$ cat src/sto_pkg.sv
package sto_pkg;
    // Clock period of clk_sys_i
    localparam int unsigned CLK_PERIOD_NS   = 5;
    // Longest off time that is still ignored
    localparam int unsigned FILTER_TIME_NS  = 500000;
    localparam int unsigned FILTER_CYCLES   = FILTER_TIME_NS / CLK_PERIOD_NS;
    // Longest monitor update delay (met by design, kept for reference)
    localparam int unsigned MONITOR_MAX_MS  = 20;
    // Allowed skew between the two request inputs
    localparam longint unsigned SKEW_TIME_MS = 10000;
    localparam longint unsigned CYC_PER_MS  = 1000000 / CLK_PERIOD_NS;
    localparam int unsigned SKEW_CYCLES     =
        32'(SKEW_TIME_MS * CYC_PER_MS);

    // Register byte offsets
    localparam logic [3:0] CTRL_OFFSET      = 4'h0;
    localparam logic [3:0] STATUS_OFFSET    = 4'h4;
    localparam logic [3:0] IRQ_STAT_OFFSET  = 4'h8;
    localparam logic [3:0] IRQ_MASK_OFFSET  = 4'hC;

    // Control register fields
    localparam int unsigned CTRL_STOP_BIT   = 0;
    localparam logic [7:0]  CTRL_RESET      = 8'h00;

    // Status register fields
    localparam int unsigned STAT_REQ_A_BIT  = 0;
    localparam int unsigned STAT_REQ_B_BIT  = 1;
    localparam int unsigned STAT_HARD_BIT   = 2;
    localparam int unsigned STAT_ESTOP_BIT  = 3;
    localparam int unsigned STAT_MON_BIT    = 4;
    localparam int unsigned STAT_CONN_BIT   = 5;

    // Interrupt fields
    localparam int unsigned IRQ_FAULT_BIT   = 0;
    localparam int unsigned IRQ_ENTER_BIT   = 1;
    localparam int unsigned IRQ_WIDTH       = 2;
    localparam logic [1:0]  IRQ_RESET       = 2'h0;
endpackage : sto_pkg

$ cat src/chan_if.sv
`timescale 1ns/1ps
interface chan_if;
    logic pin_raw;   // Raw request pin, asynchronous
    logic filtered;  // Synchronised, off-filtered level, 1 = ON

    modport filt (input pin_raw, output filtered);
    modport top  (output pin_raw, input filtered);
endinterface : chan_if

$ cat src/sto_filter.sv
`timescale 1ns/1ps
module sto_filter #(
    parameter int unsigned OFF_CYCLES = sto_pkg::FILTER_CYCLES
) (
    input  wire logic clk_sys_i,
    input  wire logic srst_i,
    chan_if.filt      ch
);
    logic        sync_1;       // First synchroniser stage
    logic        sync_2;       // Second synchroniser stage
    logic [31:0] off_count;    // Consecutive off cycles
    logic        level;        // Filtered level
    logic [31:0] next_off_count;
    logic        next_level;

    // Two-flop synchroniser on the pin
    always_ff @(posedge clk_sys_i) begin
        if (srst_i) begin
            sync_1 <= 1'b0;
            sync_2 <= 1'b0;
        end else begin
            sync_1 <= ch.pin_raw; // RULE_13
            sync_2 <= sync_1;     // RULE_13
        end
    end

    // Off must outlast the filter time, on is taken at once
    always_comb begin
        next_off_count = off_count;
        next_level     = level;
        if (sync_2) begin
            next_off_count = 32'h0000_0000;
            next_level     = 1'b1;
        end else if (off_count >= OFF_CYCLES) begin
            next_level     = 1'b0; // RULE_09
        end else begin
            next_off_count = off_count + 32'h0000_0001;
        end
    end

    // Filter state, starts as OFF
    always_ff @(posedge clk_sys_i) begin
        if (srst_i) begin
            off_count <= 32'h0000_0000;
            level     <= 1'b0;
        end else begin
            off_count <= next_off_count;
            level     <= next_level;
        end
    end

    assign ch.filtered = level;
endmodule : sto_filter

$ cat src/sto_monitor.sv
// Operation
// RULE_01: Monitor ON only when both requests OFF
// RULE_02: Monitor follows inputs within 20 ms
// RULE_03: Dynamic brake on shut-off when selected
// RULE_04: No servo fault output during shut-off
// RULE_05: Missing connector forces both inputs OFF
// RULE_06: Safety unit resets only on monitor ON
// RULE_07: Safety unit blocks restart if monitor OFF
// RULE_08: Both request states readable by software
// RULE_09: Off pulses of 0.5 ms ignored
// RULE_10: Ten second input skew raises fault
// RULE_11: Emergency stop status bit set during shut-off
// RULE_12: Brake release dropped at once on shut-off
// RULE_13: Request inputs synchronised before use
// RULE_14: Shut-off active when either request OFF
//
// Design decisions made here: the register addresses and the Wishbone register port.
`timescale 1ns/1ps
module sto_monitor #(
    parameter int unsigned OFF_CYCLES  = sto_pkg::FILTER_CYCLES,
    parameter int unsigned SKEW_CYCLES = sto_pkg::SKEW_CYCLES
) (
    input  wire logic        clk_sys_i,
    input  wire logic        srst_i,
    // Safety pins
    input  wire logic        shutoff_request_a_i,
    input  wire logic        shutoff_request_b_i,
    input  wire logic        safety_connector_fitted_i,
    // Requests from drive logic, same clock
    input  wire logic        servo_fault_req_i,
    input  wire logic        brake_release_req_i,
    input  wire logic        motor_current_req_i,
    // Drive outputs
    output logic             shutoff_monitor_out_o,
    output logic             servo_fault_out_o,
    output logic             brake_release_out_o,
    output logic             dynamic_brake_o,
    output logic             motor_current_en_o,
    output logic             estop_status_bit_o,
    output logic             input_timing_fault_o,
    output logic             irq_o,
    // Classic Wishbone slave
    input  wire logic        wb_cyc_i,
    input  wire logic        wb_stb_i,
    input  wire logic        wb_we_i,
    input  wire logic [3:0]  wb_adr_i,
    input  wire logic [3:0]  wb_sel_i,
    input  wire logic [31:0] wb_dat_i,
    output logic [31:0]      wb_dat_o,
    output logic             wb_ack_o
);
    chan_if chan [2] ();           // Two request channels
    logic [1:0]  req_filt;         // Filtered levels, 1 = ON
    logic        conn_s1;          // Connector synchroniser stage 1
    logic        conn_s2;          // Connector synchroniser stage 2

    assign chan[0].pin_raw = shutoff_request_a_i;
    assign chan[1].pin_raw = shutoff_request_b_i;

    // One filter per request channel
    for (genvar i = 0; i < 2; i++) begin : g_chan
        sto_filter #(
            .OFF_CYCLES (OFF_CYCLES)
        ) u_filter (
            .clk_sys_i (clk_sys_i),
            .srst_i    (srst_i),
            .ch        (chan[i])
        );
        assign req_filt[i] = chan[i].filtered;
    end

    // Connector presence synchroniser
    always_ff @(posedge clk_sys_i) begin
        if (srst_i) begin
            conn_s1 <= 1'b0;
            conn_s2 <= 1'b0;
        end else begin
            conn_s1 <= safety_connector_fitted_i; // RULE_13
            conn_s2 <= conn_s1;
        end
    end

    // Effective request states and derived shut-off
    logic [1:0] req_eff;           // Requests after connector check
    logic       hard_shutoff_state;
    logic       both_off;
    assign req_eff            = conn_s2 ? req_filt : 2'h0; // RULE_05
    assign hard_shutoff_state = ~req_eff[0] | ~req_eff[1]; // RULE_14
    assign both_off           = ~req_eff[0] & ~req_eff[1]; // RULE_01

    // Registers
    logic [7:0]  ctrl;             // Control, stop method select
    logic [1:0]  irq_stat;         // Sticky events
    logic [1:0]  irq_mask;         // Event enables
    logic [31:0] skew_count;       // Cycles with requests unequal
    logic        shutoff_d;        // Delayed shut-off for edge
    logic [31:0] rdata;            // Registered read data
    logic        ack;              // Registered acknowledge
    logic [7:0]  next_ctrl;
    logic [1:0]  next_irq_stat;
    logic [1:0]  next_irq_mask;
    logic [31:0] next_skew_count;
    logic [31:0] next_rdata;
    logic        next_ack;
    logic        mon, fault_o, brk, dyn, cur, estop, irq;
    logic        next_mon, next_fault_o, next_brk, next_dyn;
    logic        next_cur, next_estop, next_irq;

    // Bus strobes, valid on the first request cycle only
    logic        bus_req;
    logic        wr_low;
    logic        skew_event;
    logic        enter_event;
    logic [1:0]  events;
    logic [31:0] status_word;
    assign bus_req     = wb_cyc_i & wb_stb_i & ~ack;
    assign wr_low      = bus_req & wb_we_i & wb_sel_i[0];
    assign skew_event  = (skew_count == SKEW_CYCLES - 32'h0000_0001)
                         & (req_eff[0] ^ req_eff[1]);
    assign enter_event = hard_shutoff_state & ~shutoff_d;
    assign events      = {enter_event, skew_event};

    // Status word: request view, shut-off and monitor state
    always_comb begin
        status_word = 32'h0000_0000;
        status_word[sto_pkg::STAT_REQ_A_BIT] = req_eff[0]; // RULE_08
        status_word[sto_pkg::STAT_REQ_B_BIT] = req_eff[1]; // RULE_08
        status_word[sto_pkg::STAT_HARD_BIT]  = hard_shutoff_state;
        status_word[sto_pkg::STAT_ESTOP_BIT] = hard_shutoff_state; // RULE_11
        status_word[sto_pkg::STAT_MON_BIT]   = mon;
        status_word[sto_pkg::STAT_CONN_BIT]  = conn_s2;
    end

    // Next-state logic for bus, events and outputs
    always_comb begin
        next_ctrl       = ctrl;
        next_irq_mask   = irq_mask;
        next_irq_stat   = irq_stat;
        next_rdata      = 32'h0000_0000;
        next_ack        = bus_req;
        next_skew_count = skew_count;
        // Skew timer runs while exactly one request is OFF
        if (req_eff[0] ^ req_eff[1]) begin
            if (skew_count < SKEW_CYCLES) begin
                next_skew_count = skew_count + 32'h0000_0001; // RULE_10
            end
        end else begin
            next_skew_count = 32'h0000_0000;
        end
        // Register writes, one-to-clear on interrupt status
        if (wr_low) begin
            unique case (wb_adr_i)
                sto_pkg::CTRL_OFFSET:     next_ctrl = wb_dat_i[7:0];
                sto_pkg::IRQ_STAT_OFFSET: begin
                    next_irq_stat = irq_stat & ~wb_dat_i[1:0];
                end
                sto_pkg::IRQ_MASK_OFFSET: next_irq_mask = wb_dat_i[1:0];
                default:                  next_ctrl = ctrl;
            endcase
        end
        // Event set wins over a clear in the same cycle
        next_irq_stat = next_irq_stat | events; // RULE_10
        // Register reads, unmapped reads as zero
        if (bus_req && !wb_we_i) begin
            unique case (wb_adr_i)
                sto_pkg::CTRL_OFFSET:     next_rdata = {24'h0, ctrl};
                sto_pkg::STATUS_OFFSET:   next_rdata = status_word;
                sto_pkg::IRQ_STAT_OFFSET: next_rdata = {30'h0, irq_stat};
                sto_pkg::IRQ_MASK_OFFSET: next_rdata = {30'h0, irq_mask};
                default:                  next_rdata = 32'h0000_0000;
            endcase
        end
        // Output values, registered next edge
        next_mon     = both_off; // RULE_02
        next_fault_o = servo_fault_req_i & ~hard_shutoff_state; // RULE_04
        next_brk     = brake_release_req_i & ~hard_shutoff_state; // RULE_12
        next_dyn     = hard_shutoff_state
                       & ctrl[sto_pkg::CTRL_STOP_BIT]; // RULE_03
        next_cur     = motor_current_req_i & ~hard_shutoff_state; // RULE_05
        next_estop   = hard_shutoff_state; // RULE_11
        next_irq     = |(next_irq_stat & next_irq_mask);
    end

    // State registers
    always_ff @(posedge clk_sys_i) begin
        if (srst_i) begin
            ctrl       <= sto_pkg::CTRL_RESET;
            irq_stat   <= sto_pkg::IRQ_RESET;
            irq_mask   <= sto_pkg::IRQ_RESET;
            skew_count <= 32'h0000_0000;
            shutoff_d  <= 1'b1;
            rdata      <= 32'h0000_0000;
            ack        <= 1'b0;
            mon        <= 1'b1;
            fault_o    <= 1'b0;
            brk        <= 1'b0;
            dyn        <= 1'b0;
            cur        <= 1'b0;
            estop      <= 1'b1;
            irq        <= 1'b0;
        end else begin
            ctrl       <= next_ctrl;
            irq_stat   <= next_irq_stat;
            irq_mask   <= next_irq_mask;
            skew_count <= next_skew_count;
            shutoff_d  <= hard_shutoff_state;
            rdata      <= next_rdata;
            ack        <= next_ack;
            mon        <= next_mon; // RULE_01
            fault_o    <= next_fault_o;
            brk        <= next_brk;
            dyn        <= next_dyn;
            cur        <= next_cur;
            estop      <= next_estop;
            irq        <= next_irq;
        end
    end

    // Outputs straight from flip-flops
    assign shutoff_monitor_out_o = mon;
    assign servo_fault_out_o     = fault_o;
    assign brake_release_out_o   = brk;
    assign dynamic_brake_o       = dyn;
    assign motor_current_en_o    = cur;
    assign estop_status_bit_o    = estop;
    assign input_timing_fault_o  = irq_stat[sto_pkg::IRQ_FAULT_BIT];
    assign irq_o                 = irq;
    assign wb_dat_o              = rdata;
    assign wb_ack_o              = ack;
endmodule : sto_monitor

$ cat config.mk
export PLATFORM = sky130hd
export DESIGN_NAME = sto_monitor
export DESIGN_NICKNAME = d
export VERILOG_FILES = /design/src/sto_pkg.sv /design/src/chan_if.sv /design/src/sto_filter.sv /design/src/sto_monitor.sv
export SDC_FILE = /design/constraint.sdc
export NUM_CORES = 1
export LEC_CHECK = 0
export BUFFER_PORTS_ARGS = -buffer_cell sky130_fd_sc_hd__buf_2
export CAP_MARGIN = 20
export CORE_ASPECT_RATIO = 0.5
export CORE_MARGIN = 4
export CORE_UTILIZATION = 30
export DETAILED_ROUTE_END_ITERATION = 12
export PLACE_DENSITY = 0.59
export SLEW_MARGIN = 30
export SYNTH_ARGS = -nofsm -noshare
export SYNTH_HDL_FRONTEND = slang
export SYNTH_SLANG_ARGS = --single-unit
$ cat constraint.sdc
create_clock -name clk_sys_i -period 1.83 [get_ports clk_sys_i]
set_input_delay 0.366 -clock clk_sys_i [delete_from_list [all_inputs] [get_ports clk_sys_i]]
set_output_delay 0.366 -clock clk_sys_i [all_outputs]
set_load 0.03 [all_outputs]
==> impl_results.md <==
* Netlist cell types at 53
* Root Buffer: clkbuf_16
* Peak VDD IR at 0.503 mV
* Final setup fails at 6
* Hold_buf cts at 0
* Chip width at 200 microns
* Top cell type's share of synthesized area at 0.476
* Layout area overhead at 27.7%
* Initial Util at 0.312
* GR Util All Layers at 0.111
* CP endpoint kind: flop
* PwrDens at 874 mW/mm^2
* CTS Sinks at 132
* HP Class: in -> reg
* Slew Limit Fails at 0
* Fin Hold WS at 0.152 ns
* Latest clock arrival within the worst-skew pair at 0.42 ns
* Synth Register Bits at 132
* Final hold vios at 0
* Yosys warns at 0
* Design area at 0.00710 sq mm
* Min cycle time layout at 1.88 ns
* Congestion Overflow GR at 0
* Post-synth EDFFs at 0
* Ys async rst share at 0
* Largest net degree at the start of global routing at 29
* Required time worst endpoint at 2.13 ns
* Row count at 34
* Most common cell in the netlist: dfxtp_1
* Core area at 0.0178 sq mm
* Vias at 4,312
* TritonCTS buffer count at 17
* Top_reg_cell synth: dfxtp_1
* Critical Path AT at 2.18 ns
* PortBufs at 40
* Setup TNS at -0.115 ns
* Layout Skew at 0.0121 ns
* Crit share post-route at 1.03
* DRC Markers at 0
* Hold_sp: motor_current_req_i
* I/O pins at 92
* Vias in the first global route at 4,166
* Diodes inserted at 0
* Worst slew margin at 0.498
* Reg clk slew, reported paths at 0.06 ns
* Gpl congestion at 0.786
* Top cells by count, synth: 132 x dfxtp_1, 86 x nor2_1, 39 x and2_1, 39 x xor2_1, 28 x nand3_1
* Critical path class: reg -> reg
* Area contributors post-synth: dfxtp_1 48%, xor2_1 6.1%, nor2_1 5.8%
* CTS tree: yes
* First-pass detailed-route iteration total at 4
* Post-DP Area at 0.00627 sq mm
* Initial antenna violation count at 0
* Final wirelength at 11.6 mm
* Synth area leader: dfxtp_1
* DR WL/cell at 12.3 microns
* Power Total at 6.20 mW
* Clock Path Buffers at 2
* Fill count at 1,767
* Lkg Pwr at 2.85 nW
* Fmax at 532 MHz
* Synth Instances at 604
* First-pass GRT wire length at 19.5 mm
* Outcome: finished, violations left
* Via-per-instance ratio at 4.58
* Die Y at 104 microns
* Unrepaired setup endpoints after global routing: yes
* Worst R2R Start: skew_count[27]
* Share of cells above drive strength 1 at 0.259
* Final Core Density at 0.399
* CP max FO at 5
* DRT iter0 DRCs at 187
* Seq/Total Area, Yosys at 0.476
* Failing checks: setup timing
* Final WS setup at -0.0503 ns
* Antenna viol nets, final at 0
* Synthesized area per cell at 9.20 sq um
* Die Area at 0.0209 sq mm
* Worst setup SP type: flop
* Post-Syn Area at 0.00556 sq mm
* Crit. Startpoint: skew_count[27]
* Slew @ Worst Pin at 0.750 ns
* Max cap viols at 0
* Final net count at 752
* H-tree depth at 4
* DP HPWL at 7.91 mm
-- flip-flops by register name, summed over array words and instances, names as in the netlist --
signal                       cells
shutoff_monitor_out_o            1
g_chan.u_filter.sync_2           2
g_chan.u_filter.sync_1           2
ctrl                             8
irq_stat                         2
motor_current_en_o               1
servo_fault_out_o                1
conn_s1                          1
conn_s2                          1
g_chan.u_filter.ch.filtered      2
g_chan.u_filter.off_count       64
brake_release_out_o              1
dynamic_brake_o                  1
estop_status_bit_o               1
skew_count                      32
wb_ack_o                         1
irq_o                            1
wb_dat_o                         8
irq_mask                         2
-- logic make-up after synthesis --
| family | count (synthesis) | synth area share |
|---|---|---|
| XOR/XNOR | 51 | 0.0804 |
| flip-flops | 132 | 0.476 |
| AND/OR/NAND/NOR | 297 | 0.285 |
| multiplexers | 14 | 0.0297 |
| AO/OA/AOI/OAI | 43 | 0.0527 |
| adder cells (fa/ha/maj) | 7 | 0.0158 |
| other | 1 | 0.000675 |
| buffers and inverters | 59 | 0.0601 |
-- cell type report --
type | instances | area, sq um | share of cell area
repair buffers | 93 | 679 | 0.0958
multi-input cells | 436 | 2880 | 0.405
clock inverters | 14 | 103 | 0.0145
flip-flops and latches | 132 | 2650 | 0.374
inverters | 14 | 52.6 | 0.00741
clock buffers | 18 | 439 | 0.0619
well taps | 234 | 293 | 0.0413
-- placed cells by master, fill, tap and decap left out, types with 13 or more instances in the layout --
master and n:
and2_1 38, and3_1 14, buf_2 41, buf_4 44, clkbuf_16 19, conb_1 24
dfxtp_1 123, inv_1 13, nand2_1 26, nand3_1 27, nand4_1 26, nor2_1 85
xor2_1 38
-- where the power goes --
group	switching (mW)	leakage, nW	internal (mW)
logic	0.153	1.52	0.0596
registers	0.0146	1.07	2.90
clock network	1.30	0.259	1.77
total	1.47	2.85	4.73
-- final timing paths --
kind                                     to  slack (ns)  cells past startpoint
setup / recovery             skew_count[10]       -0.05                      7
hold / removal           motor_current_en_o        0.15                      2
setup reg to reg             skew_count[10]       -0.05                      7
hold reg to reg   g_chan[1].u_filter.sync_2        0.44                      1
-- critical path: stages, from the launching register on --
cell and delay (ns):
dfxtp_2 0.31, nand4b_1 0.26, a211o_1 0.32, or3_4 0.35, nand3b_1 0.17, buf_6 0.16, nor4_1 0.05, o21a_1 0.16
-- timing repair --
| item | in CTS | in global routing |
|---|---|---|
| resized for setup | 12 | 40 |
| pin swaps | 2 | 26 |
| cloned | 0 | 3 |
| endpoints found under the setup margin | 35 | 63 |
| buffers inserted | 0 | 4 |
-- stage by stage --
step / setup slack, ns / instances
floorplan: 0.0124 / 627
global placement: -0.0820 / 903
detailed placement: -0.102 / 903
CTS: 0.00351 / 935
global route: -0.130 / 941
finish: -0.0503 / 941
-- metal layers --
layer	global-route usage	share of wire	vias up
li1	-	-	2204
met1	0.140	0.48	2050
met2	0.182	0.48	47
met3	0.0346	0.026	11
met4	0.0363	0.015	0
met5	0	0	-
No activity file was read; power rests on OpenSTA's default activity.
